**src/hw/hpsc_pkg.sv**
```systemverilog
`default_nettype none
package hpsc_pkg;

  // ==========================================================
  // Reset values and cycle counts
  // ==========================================================
  localparam int unsigned CLK_MHZ         = 200;
  localparam int unsigned AUX_GOOD_US     = 1;
  localparam int unsigned AUX_GOOD_CYC    = AUX_GOOD_US * CLK_MHZ;
  localparam int unsigned RAMP_US         = 2;
  localparam int unsigned RAMP_CYC        = RAMP_US * CLK_MHZ;
  localparam int unsigned DISCH_US        = 1;
  localparam int unsigned DISCH_CYC       = DISCH_US * CLK_MHZ;
  localparam int unsigned CNT_W           = 12;
  localparam logic [2:0]  CAP_RST         = 3'h0;

  // Capability sense levels from the five-level converter
  typedef enum logic [2:0] {
    HPSC_CAP_CONV   = 3'h0,
    HPSC_CAP_M66    = 3'h1,
    HPSC_CAP_M133   = 3'h2,
    HPSC_CAP_M266   = 3'h3,
    HPSC_CAP_M533   = 3'h4
  } hpsc_cap_t;

  typedef struct packed {
    logic power_led_request;
    logic attention_led_request;
    logic io_voltage_select;
    logic aux_power_enable;
    logic main_power_enable;
    logic system_power_good;
    logic slot_wake_event;
  } hpsc_ctl_t;

  typedef struct packed {
    logic main_overcurrent;
    logic aux_overcurrent;
    logic main_below_range;
    logic outputs_discharged;
  } hpsc_sense_t;

  typedef enum logic [1:0] {
    HPSC_ST_OFF,
    HPSC_ST_RAMP,
    HPSC_ST_ON,
    HPSC_ST_FAULT
  } hpsc_state_t;

  // Saturating count-down shared by the timers
  function automatic logic [CNT_W-1:0] hpsc_dec(input logic [CNT_W-1:0] c);
    hpsc_dec = (c == '0) ? c : c - 12'h001;
  endfunction

endpackage
`default_nettype wire

```
**src/hw/hpsc_sync.sv**
```systemverilog
`timescale 1ns/1ps
`default_nettype none
module hpsc_sync #(
  parameter int unsigned W = 1
) (
  input  wire logic         clk_i,
  input  wire logic         rst_b_i,
  input  wire logic [W-1:0] d_i,
  output logic      [W-1:0] q_o
);
  logic [W-1:0] meta;
  logic [W-1:0] next_meta;
  logic [W-1:0] next_q;

  always_comb begin
    next_meta = d_i;
    next_q    = meta;
    if (!rst_b_i) begin
      next_meta = '0;
      next_q    = '0;
    end
  end

  always_ff @(posedge clk_i) begin
    meta <= next_meta;
    q_o  <= next_q;
  end
endmodule
`default_nettype wire

```
**src/hw/hpsc_slot.sv**
```systemverilog
`timescale 1ns/1ps
`default_nettype none
module hpsc_slot
  import hpsc_pkg::*;
(
  input  wire logic        clk_i,
  input  wire logic        rst_b_i,
  input  wire hpsc_ctl_t   ctl_i,
  input  wire hpsc_sense_t sense_i,
  input  wire logic [2:0]  card_capability_sense_i,
  output logic             power_led_drive_n_o,
  output logic             attention_led_drive_n_o,
  output logic             io_sel_3v3_o,
  output logic             io_sel_1v5_o,
  output logic             aux_power_on_o,
  output logic             main_power_on_o,
  output logic             pos12_output_o,
  output logic             neg12_output_o,
  output logic             rail_discharge_o,
  output logic             power_discharged_n_o,
  output logic             output_undervoltage_n_o,
  output logic             aux_fault_n_o,
  output logic             main_fault_n_o,
  output logic             capability_bit1_o,
  output logic             capability_bit2_o,
  output logic             capability_bit3_o,
  output logic             system_wake_event_out_o
);

  // ==========================================================
  // Input synchronisers
  // ==========================================================
  hpsc_ctl_t   ctl;
  hpsc_sense_t sense;
  logic [2:0]  cap_raw;

  hpsc_sync #(.W($bits(hpsc_ctl_t))) u_sync_ctl (
    .clk_i   (clk_i),
    .rst_b_i (rst_b_i),
    .d_i     (ctl_i),
    .q_o     (ctl)
  );

  hpsc_sync #(.W($bits(hpsc_sense_t) + 3)) u_sync_sense (
    .clk_i   (clk_i),
    .rst_b_i (rst_b_i),
    .d_i     ({sense_i, card_capability_sense_i}),
    .q_o     ({sense, cap_raw})
  );

  // ==========================================================
  // Main power sequencer
  // ==========================================================
  hpsc_state_t      state;
  hpsc_state_t      next_state;
  logic [CNT_W-1:0] ramp_cnt;
  logic [CNT_W-1:0] next_ramp_cnt;
  logic             main_fault;
  logic             next_main_fault;
  logic             aux_fault;
  logic             next_aux_fault;
  logic             main_req;

  // Power good qualifies main enable; aux fault also kills main
  assign main_req = ctl.main_power_enable && ctl.system_power_good
                    && !aux_fault;

  always_comb begin
    next_state      = state;
    next_ramp_cnt   = hpsc_dec(ramp_cnt);
    next_main_fault = main_fault;
    next_aux_fault  = aux_fault;
    if (sense.aux_overcurrent && ctl.aux_power_enable) begin
      next_aux_fault = 1'b1;
    end else if (!ctl.aux_power_enable) begin
      next_aux_fault = 1'b0;
    end
    unique case (state)
      HPSC_ST_OFF: begin
        if (main_req) begin
          next_state    = HPSC_ST_RAMP;
          next_ramp_cnt = CNT_W'(RAMP_CYC);
        end
      end
      HPSC_ST_RAMP: begin
        if (!main_req) begin
          next_state = HPSC_ST_OFF;
        end else if (sense.main_overcurrent) begin
          next_state      = HPSC_ST_FAULT;
          next_main_fault = 1'b1;
        end else if (ramp_cnt == '0) begin
          next_state = HPSC_ST_ON;
        end
      end
      HPSC_ST_ON: begin
        if (!main_req) begin
          next_state = HPSC_ST_OFF;
        end else if (sense.main_overcurrent) begin
          next_state      = HPSC_ST_FAULT;
          next_main_fault = 1'b1;
        end
      end
      HPSC_ST_FAULT: begin
        // Latched until software drops the enable
        if (!ctl.main_power_enable) begin
          next_state      = HPSC_ST_OFF;
          next_main_fault = 1'b0;
        end
      end
    endcase
    if (!rst_b_i) begin
      next_state      = HPSC_ST_OFF;
      next_ramp_cnt   = '0;
      next_main_fault = 1'b0;
      next_aux_fault  = 1'b0;
    end
  end

  always_ff @(posedge clk_i) begin
    state      <= next_state;
    ramp_cnt   <= next_ramp_cnt;
    main_fault <= next_main_fault;
    aux_fault  <= next_aux_fault;
  end

  // ==========================================================
  // Aux good timer and wake event switch
  // ==========================================================
  logic [CNT_W-1:0] aux_cnt;
  logic [CNT_W-1:0] next_aux_cnt;
  logic             aux_good;
  logic             next_aux_good;

  always_comb begin
    next_aux_cnt  = hpsc_dec(aux_cnt);
    next_aux_good = aux_good;
    if (!ctl.aux_power_enable || aux_fault
        || sense.aux_overcurrent) begin
      next_aux_cnt  = CNT_W'(AUX_GOOD_CYC);
      next_aux_good = 1'b0;
    end else if (aux_cnt == '0) begin
      next_aux_good = 1'b1;
    end
    if (!rst_b_i) begin
      next_aux_cnt  = CNT_W'(AUX_GOOD_CYC);
      next_aux_good = 1'b0;
    end
  end

  always_ff @(posedge clk_i) begin
    aux_cnt  <= next_aux_cnt;
    aux_good <= next_aux_good;
  end

  // ==========================================================
  // Discharge timer
  // ==========================================================
  logic [CNT_W-1:0] dis_cnt;
  logic [CNT_W-1:0] next_dis_cnt;
  logic             rails_off;

  // Besides the outputs_discharged sense of the rails, wait a fixed bleed time as well
  assign rails_off = (state == HPSC_ST_OFF || state == HPSC_ST_FAULT)
                     && !ctl.aux_power_enable;

  always_comb begin
    next_dis_cnt = hpsc_dec(dis_cnt);
    if (!rails_off || !rst_b_i) begin
      next_dis_cnt = CNT_W'(DISCH_CYC);
    end
  end

  always_ff @(posedge clk_i) begin
    dis_cnt <= next_dis_cnt;
  end

  // ==========================================================
  // Capability decode
  // ==========================================================
  hpsc_cap_t  cap;
  hpsc_cap_t  next_cap;
  logic [2:0] cap_prev;
  logic [2:0] next_cap_prev;

  // Code bits are synchronised one by one; taking a code only after two
  // equal samples keeps a skew between bits off the output pins
  always_comb begin
    next_cap      = cap;
    next_cap_prev = cap_raw;
    if (cap_raw == cap_prev) begin
      unique case (cap_raw)
        3'h0:    next_cap = HPSC_CAP_CONV;
        3'h1:    next_cap = HPSC_CAP_M66;
        3'h2:    next_cap = HPSC_CAP_M133;
        3'h3:    next_cap = HPSC_CAP_M266;
        default: next_cap = HPSC_CAP_M533; // Out of range saturates
      endcase
    end
    if (!rst_b_i) begin
      next_cap      = hpsc_cap_t'(CAP_RST);
      next_cap_prev = 3'h0;
    end
  end

  always_ff @(posedge clk_i) begin
    cap      <= next_cap;
    cap_prev <= next_cap_prev;
  end

  // ==========================================================
  // Output registers
  // ==========================================================
  logic next_on;
  logic next_rail;

  always_comb begin
    next_on   = (state == HPSC_ST_RAMP || state == HPSC_ST_ON)
                && main_req && !main_fault;
    next_rail = next_on && !sense.main_overcurrent;
    if (!rst_b_i) begin
      next_on   = 1'b0;
      next_rail = 1'b0;
    end
  end

  always_ff @(posedge clk_i) begin
    power_led_drive_n_o     <= !(rst_b_i && ctl.power_led_request);
    attention_led_drive_n_o <= !(rst_b_i
                                 && ctl.attention_led_request);
    io_sel_3v3_o            <= next_on && ctl.io_voltage_select;
    io_sel_1v5_o            <= next_on && !ctl.io_voltage_select;
    aux_power_on_o          <= rst_b_i && ctl.aux_power_enable
                               && !aux_fault;
    main_power_on_o         <= next_on;
    pos12_output_o          <= next_rail;
    neg12_output_o          <= next_rail; // same ramp control
    rail_discharge_o        <= !next_rail;
    power_discharged_n_o    <= !(rails_off && dis_cnt == '0
                                 && sense.outputs_discharged);
    output_undervoltage_n_o <= !(!rst_b_i || !ctl.main_power_enable
                                 || state != HPSC_ST_ON
                                 || sense.main_below_range);
    aux_fault_n_o           <= !(rst_b_i && next_aux_fault);
    main_fault_n_o          <= !(rst_b_i && next_main_fault);
    capability_bit1_o       <= next_cap[0];
    capability_bit2_o       <= next_cap[1];
    capability_bit3_o       <= next_cap[2];
    system_wake_event_out_o <= next_aux_good
                               && ctl.slot_wake_event;
  end

endmodule
`default_nettype wire

```
**config.mk**
```make
export PLATFORM = sky130hd
export DESIGN_NAME = hpsc_slot
export DESIGN_NICKNAME = d
export VERILOG_FILES = /design/src/hw/hpsc_pkg.sv /design/src/hw/hpsc_sync.sv /design/src/hw/hpsc_slot.sv
export SDC_FILE = /design/constraint.sdc
export NUM_CORES = 1
export LEC_CHECK = 0
export BUFFER_PORTS_ARGS = -buffer_cell sky130_fd_sc_hd__clkbuf_2
export CORE_ASPECT_RATIO = 1.25
export CORE_MARGIN = 3
export CORE_UTILIZATION = 50
export CTS_BUF_LIST = sky130_fd_sc_hd__clkbuf_8
export DETAILED_ROUTE_END_ITERATION = 10
export PLACE_DENSITY_LB_ADDON = 0.15
export SETUP_SLACK_MARGIN = 0.4
export SLEW_MARGIN = 5
export SYNTH_ARGS = -nofsm -noshare
export SYNTH_HDL_FRONTEND = slang
export SYNTH_SLANG_ARGS = --single-unit
```
**constraint.sdc**
```tcl
create_clock -name clk_i -period 2.95 [get_ports clk_i]
set_input_delay 0.885 -clock clk_i [delete_from_list [all_inputs] [get_ports clk_i]]
set_output_delay 0.885 -clock clk_i [all_outputs]
set_load 0.02 [all_outputs]
```
# --- Word-level counts from Yosys, hierarchy flattened ---
# Cells that the tools add are included.
totals:
  regBits: 91
classes:
  eq_ne: 12
  mux: 27
  bitwise_logic: 1
  n_addsub: 3
  n_reduce_logical: 49
ops:
  columns: ["op", "count"]
  rows:
  - ["$logic_not A12 Y1", 3]
  - ["$mux W12", 3]
  - ["$sub A12 B1 Y12 const B", 3]
  - ["$logic_and A1 B1 Y1", 18]
  - ["$logic_not A1 Y1", 15]
  - ["$mux W2", 7]
  - ["$mux W1", 12]
  - ["$pmux W3 S4", 1]
  - ["$logic_or A1 B1 Y1", 8]
  - ["$pmux W2 S4", 1]
  - ["$eq A3 B2 Y1 const B", 2]
  - ["$mux W3", 2]
  - ["$ne A2 B2 Y1 const B", 3]
  - ["$eq A2 B2 Y1 const B", 2]
  - ["$ne A4 B3 Y1 const B", 1]
  - ["$reduce_and A4 Y1", 1]
  - ["$reduce_or A2 Y1", 2]
  - ["$eq A3 B1 Y1 const B", 1]
  - ["$eq A3 B3 Y1", 1]
  - ["$logic_not A3 Y1", 1]
  - ["$ne A3 B2 Y1 const B", 1]
  - ["$eq A2 B1 Y1 const B", 1]
  - ["$logic_not A2 Y1", 1]
  - ["$pmux W1 S2", 1]
  - ["$not A1 Y1", 1]

# --- Logic depth before layout (Yosys ltp) ---
# Gate-level depths: netlist of run 1.
logic_depth:
  word_depth: 7
  mapped_depth: 8
  depth_no_buf: 7

# --- Hierarchy ---
# Synthesis of run 1 repeated with hierarchy kept, for this count alone.
hier_totals:
  cells_unflattened: 356
  area_unflattened_um2: 3482.1
modules_own_cells:
  columns: ["module", "seq_area_each_um2", "cells_per_inst", "instances", "area_each_um2"]
  rows:
  - ["hpsc_slot", 1201.2, 298, 1, 2698.8]
  - ["hpsc_sync", 280.3, 29, 2, 391.6]

# --- Worst setup path after synthesis of run 1 ---
# Ideal clock, no wire load.
synth_timing:
  path_kind: "flip-flop to flip-flop"
  start: "register ramp_cnt[0]"
  end: "register state[0]"
  t_arrival_ps: 1683
  path_stages_with_launch: 9
  setup_ps: 122
  setup_slack_ps: 1146
  n_path_buf: 1
  cell_sequence: "dfxtp_1 > inv_1 > ha_1 > nor4b_1 > and4b_1 > buf_2 > o41ai_1 > o21ai_0 > o311a_1"
synth_between:
  elab_chain_len: 3
synth_lines:
  columns: ["item", "line_no", "source"]
  rows:
  - ["start, declared", "hpsc_slot.sv:56", "logic [CNT_W-1:0] ramp_cnt;"]
  - ["start signal, assigned", "hpsc_slot.sv:121", "ramp_cnt <= next_ramp_cnt;"]
  - ["$logic_not A12 Y1", "hpsc_slot.sv:91", "end else if (ramp_cnt == '0) begin"]
  - ["$ne A4 B3 Y1 (no line)", null, null]
  - ["$reduce_and A4 Y1 (no line)", null, null]
  - ["end signal, assigned", "hpsc_slot.sv:120", "state <= next_state;"]
  - ["end, declared", "hpsc_slot.sv:54", "hpsc_state_t state;"]
# Every way passes these cells.
# A chain may end at the register's enable or synchronous reset.

# --- Final worst setup path of run 1 ---
# Same ends and word-level chain as after synthesis.

==> results of run 1 <==
## registers in the layout, indices dropped and copies added (netlist names), 2 cells and up
name,flops
aux_cnt,12
cap,3
u_sync_sense.meta,7
ramp_cnt,12
u_sync_sense.q_o,7
u_sync_ctl.q_o,7
u_sync_ctl.meta,7
cap_prev,3
state,2
dis_cnt,12
## layout by cell type (no fill, tap or decap), drive strengths merged, types with 10 or more instances in the layout
cell    instances
a21oi          17
and2           38
clkbuf         41
dfxtp          88
ha             11
inv            19
nand2          25
nor2           39
nor3           13
xnor2          10
xor2           12
## power by group through the flow
stage	clock [mW]	combinational (mW)	sequential, mW
after detailed placement	0	0.478	1.39
final	0.923	0.477	1.36
after global placement	0	0.472	1.38
after CTS	0.955	0.483	1.36
after floorplan	0	0.394	1.37
after global routing	1.00	0.547	1.38
## final timing paths
kind,from,to,slack (ns)
min reg2reg,u_sync_ctl.q_o[6],power_led_drive_n_o,0.38
min,u_sync_ctl.q_o[6],power_led_drive_n_o,0.38
max,ramp_cnt[0],state[0],0.96
max reg2reg,ramp_cnt[0],state[0],0.96
## Yosys cell counts (all sizes together), types with 4 or more instances
library cell,instances,area (um2)
o21ai,8,40.0
a21oi,17,85.1
dfxtp,88,1760
nor2,39,146
and2,38,238
clkbuf,7,26.3
ha,11,138
inv,16,60.1
nor4,5,46.3
xnor2,10,87.6
nand4b,4,35.0
nor3,13,65.1
nand2,25,93.8
or3,4,25.0
xor2,12,105
nand3,9,50.1
## layer usage
layer  global-route usage (%)  up-vias  share of wire [%]
met5                        0        -                  0
met4                     7.94        0                2.1
met3                     3.62       10                4.0
met2                     24.8       41                 47
met1                     18.8     1077                 47
li1                         -     1250                  -
## logic make-up after synthesis
kind of cell | count (synthesis) | synth area share [%]
adder cells (fa/ha/maj) | 11 | 4.11
AND/OR/NAND/NOR | 163 | 26.4
AO/OA/AOI/OAI | 43 | 7.81
buffers and inverters | 25 | 2.95
XOR/XNOR | 22 | 5.76
flip-flops | 88 | 52.6
multiplexers | 1 | 0.299
## through the flow
step | std cells | utilization, %
5_1_grt | 478 | 60.2
3_3_place_gp | 462 | 56.6
3_5_place_dp | 462 | 56.6
6_report | 478 | 60.2
4_1_cts | 478 | 60.2
2_1_floorplan | 353 | -
## layout make-up
type                       count  area, um2
clock buffer                   9        124
clock inverter                 7        101
fill                         581       2520
inverter                      16       60.1
multi-input combinational    240       1490
sequential                    88       1760
tap                           85        106
timing repair buffer          33        168
==> flow_summary.json, run 1 <==
{
  "power.internal_mw": 1.98,
  "grt_pass1_vias": 2245,
  "final_area_um2": 3810,
  "coreArea_um2": 6330,
  "powerDensity_nw_per_um2": 725,
  "post-route-period-util_pct": 67.6,
  "cp_max_fo": 6,
  "crit_chain": "inv_1 -> ha_1 -> nor4b_1 -> and4b_1 -> o41ai_1 -> o311a_1",
  "path_buf_inv": 1,
  "netlist_instances": 353,
  "routed_wl_um": 5390,
  "h-tree-depth": 3,
  "insertion_delay_ns": 0.35,
  "grt_max_degree": 45,
  "syn_avg_cell_area_um2": 9.48,
  "synth_nets": 380,
  "power_frac_seq_pct": 49.3,
  "drc": 0,
  "globalplace.congestion": 0.726,
  "slew_headroom_pct": 54.9,
  "cts_tree": "done",
  "dp_hpwl_um": 3800,
  "power_mw": 2.76,
  "finalClockSkew_ns": 0.00601,
  "dieArea_um2": 7720,
  "rows": 32,
  "grt_pass1_wl_um": 9520,
  "drt-vias-per-instance": 4.97,
  "syn_to_final_growth_pct": 13.8,
  "ys.flop_type": "dfxtp_1",
  "post-place-ws_ns": 0.957,
  "vias": 2378,
  "combPwrFrac_pct": 17.3,
  "cts_sinks": 88,
  "cts_resized": 0,
  "rsz0062_at_grt": "no",
  "post_drt_wl_per_cell_um": 11.3,
  "drive_gt1_share_pct": 13.5,
  "setup_viol": 0,
  "endpoint_kind": "flop",
  "fp.dieW_um": 79.2,
  "n_antenna_cell": 0,
  "power_switching_mw": 0.776,
  "hold_depth": 1,
  "critPathRequiredTime_ns": 3.19,
  "synthesis.area_um2": 3350,
  "cts_setup_buffers": 0,
  "worstSetupPathType": "flop to flop",
  "ys_types": 41,
  "grt_overflow_total": 0,
  "slowest_delay_ns": 0.41,
  "tightest_slew_ns": 0.672,
  "postCtsHoldBufs": 0,
  "worstRegToRegCells": 6,
  "slew_viol_final": 0,
  "initial_utilization_pct": 52.9,
  "drtAntennaViolNets": 0,
  "dpl_cell_area_um2": 3580,
  "hp-class": "flop to flop",
  "postSynth.asyncResetShare_pct": 0,
  "synth-seq-cells": 88,
  "cts_buffers": 9,
  "cpLargestDelayFamily": "simple AND/OR/NAND/NOR gates",
  "antenna_found_initial": 0,
  "port_buffers": 32,
  "status": "completed",
  "cp.arrival_ns": 2.23,
  "pwr-share-clk_pct": 33.4,
  "hold_ws_ns": 0.381,
  "report.final.hold_viol_count": 0,
  "drt_first_pass_iters": 5,
  "fin_ws_ns": 0.957,
  "grt_use_total_pct": 15.4,
  "drtIter0Drc": 93,
  "power_leakage_nw": 1.53,
  "fmax_mhz": 502,
  "ys_warn_count": 0,
  "setup_tns_ns": 0,
  "synth_edf_count": 0,
  "ys_seq_area_share_pct": 52.6,
  "cts.path.max_buffers": 2,
  "switching_share_pct": 28.1,
  "io_pins": 33,
  "critical_path_depth": 6,
  "fin_nets": 415,
  "critPathLaunchType": "flop",
  "die_h_um": 97.5,
  "cp_slowest_cell": "nor4b_1",
  "vdd_ir_drop_max_mv": 0.482,
  "period_needed_ns": 1.99,
  "cap_violations": 0,
  "clockRootBuffer": "clkbuf_8",
  "clk_pin_slew_worst_paths_ns": 0.09
}
Power figures use the tool's default switching activity.
==> inputs of run 2 (changes only) <==
==> constraint.sdc (replaced) <==
create_clock -name clk_i -period 1.8 [get_ports clk_i]
set_input_delay 0.54 -clock clk_i [delete_from_list [all_inputs] [get_ports clk_i]]
set_output_delay 0.54 -clock clk_i [all_outputs]
set_load 0.02 [all_outputs]
==> flow_summary.json, run 2 (synthesized netlist as in run 1, its figures left out) <==
{
  "status": "completed",
  "finalClockSkew_ns": 0.0103,
  "dpl_cell_area_um2": 3700,
  "rsz0062_at_grt": "yes",
  "globalplace.congestion": 0.844,
  "h-tree-depth": 3,
  "grt_overflow_total": 0,
  "fin_util_pct": 73.2,
  "drc": 0,
  "grt_max_degree": 24,
  "critPathRequiredTime_ns": 2.07,
  "drtAntennaViolNets": 0,
  "dieArea_um2": 7720,
  "endpoint_kind": "flop",
  "cts_sinks": 88,
  "dp_hpwl_um": 3990,
  "powerDensity_nw_per_um2": 1150,
  "grt_use_total_pct": 18.0,
  "syn_to_final_growth_pct": 38.3,
  "reg_top3": "aux_cnt (12), dis_cnt (12), ramp_cnt (12)",
  "antenna_found_initial": 0,
  "clk_pin_slew_worst_paths_ns": 0.08,
  "period_needed_ns": 1.70,
  "path_buf_inv": 0,
  "io_pins": 33,
  "insertion_delay_ns": 0.35,
  "final_area_um2": 4630,
  "grt.met1_usage_pct": 21.7,
  "use_met3_pct": 4.27,
  "mostFrequentLayoutCells": "dfxtp_1 (64), and2_1 (37), nor2_1 (33)",
  "grt_pass1_vias": 2542,
  "fin_nets": 455,
  "drive_gt1_share_pct": 41.1,
  "hp-class": "flop to flop",
  "rows": 32,
  "n_antenna_cell": 0,
  "grt_pass1_wl_um": 11100,
  "die_h_um": 97.5,
  "vias": 2668,
  "slew_viol_final": 0,
  "met2_usage_pct": 29.6,
  "cpLargestDelayFamily": "simple AND/OR/NAND/NOR gates",
  "cp_slowest_cell": "nor4_4",
  "fmax_mhz": 588,
  "drt-vias-per-instance": 5.15,
  "vdd_ir_drop_max_mv": 0.823,
  "fill_cells": 468,
  "slew_headroom_pct": 68.2,
  "crit_chain": "nor4_4 -> nand3_2 -> or3_1 -> or3_1 -> a21oi_1",
  "setup_viol": 0,
  "report.final.hold_viol_count": 0,
  "power_leakage_nw": 1.82,
  "drt_first_pass_iters": 4,
  "layout_commonest_cell": "dfxtp_1",
  "port_buffers": 32,
  "cts.path.max_buffers": 2,
  "cts_buffers": 9,
  "power_mw": 5.31,
  "grt_busiest_layer": "met2",
  "coreArea_um2": 6330,
  "worstSetupPathType": "flop to flop",
  "cp.arrival_ns": 1.97,
  "routed_wl_um": 7170,
  "crit_top_cell": "or3_1",
  "drtIter0Drc": 58,
  "cap_violations": 0,
  "clockRootBuffer": "clkbuf_8",
  "fp.dieW_um": 79.2,
  "post-route-period-util_pct": 94.4,
  "critPathLaunchType": "flop",
  "cp_max_fo": 3,
  "initial_utilization_pct": 52.9,
  "slowest_delay_ns": 0.36,
  "cts_tree": "done",
  "post_drt_wl_per_cell_um": 13.8,
  "tightest_slew_ns": 0.475
}
## run 2: cell types whose count changed in the layout (fill, tap and decap cells not counted), moves of 6 or more
cell and change:
dfxtp_1 -24, nor2_1 -6, buf_6 +15, buf_4 +29, a21oi_1 -7, dfxtp_2 +19
nor3_1 -8, a21oi_2 +7, clkbuf_2 -12
## run 2: where the power goes
group          internal, mW  switching (mW)  leakage, nW
logic                 0.889           0.772        0.999
registers              2.11           0.215        0.727
clock network         0.643           0.683       0.0974
total                  3.64            1.67         1.82
## run 2: per-layer routing
metal  wire length, um  share of wire, %  vias up
li1                  -                 -     1342
met1              3180                44     1254
met2              3620                50       58
met3               230               3.2       14
met4               145               2.0        0
met5                 0                 0        -
## run 2: repair_timing
item,4_1_cts,5_1_grt
cloned,0,0
hold buffers,0,0
resized for setup,60,79
pin swaps,22,30
setup buffers,25,9
setup endpoints to repair,50,57
## run 2: stage by stage
stage	instances	hold WS, ns	setup WS (ns)	setup TNS [ns]
2_1_floorplan	353	0.352	0.198	0
3_3_place_gp	468	0.356	0.156	0
3_5_place_dp	468	0.363	0.0888	0
4_1_cts	509	0.377	0.143	0
5_1_grt	518	0.383	-0.0286	-0.100
6_report	518	0.380	0.100	0
## run 2: path summary, 6_finish.rpt
kind / end / cells past startpoint / startpoint / slack [ns]
worst max-delay path: aux_cnt[10] / 5 / aux_cnt[5] / 0.10
worst min-delay path: power_led_drive_n_o / 1 / u_sync_ctl.q_o[6] / 0.38
worst max register to register: aux_cnt[10] / 5 / aux_cnt[5] / 0.10
worst min register to register: power_led_drive_n_o / 1 / u_sync_ctl.q_o[6] / 0.38
## run 2: area by class of cell
class	count	area (um2)	area share [%]
Tap cell	85	106	2.30
Clock buffer	9	124	2.68
Clock inverter	7	71.3	1.54
Timing Repair Buffer	73	583	12.6
Multi-Input combinational cell	240	1870	40.4
Inverter	16	67.6	1.46
Sequential cell	88	1800	39.0
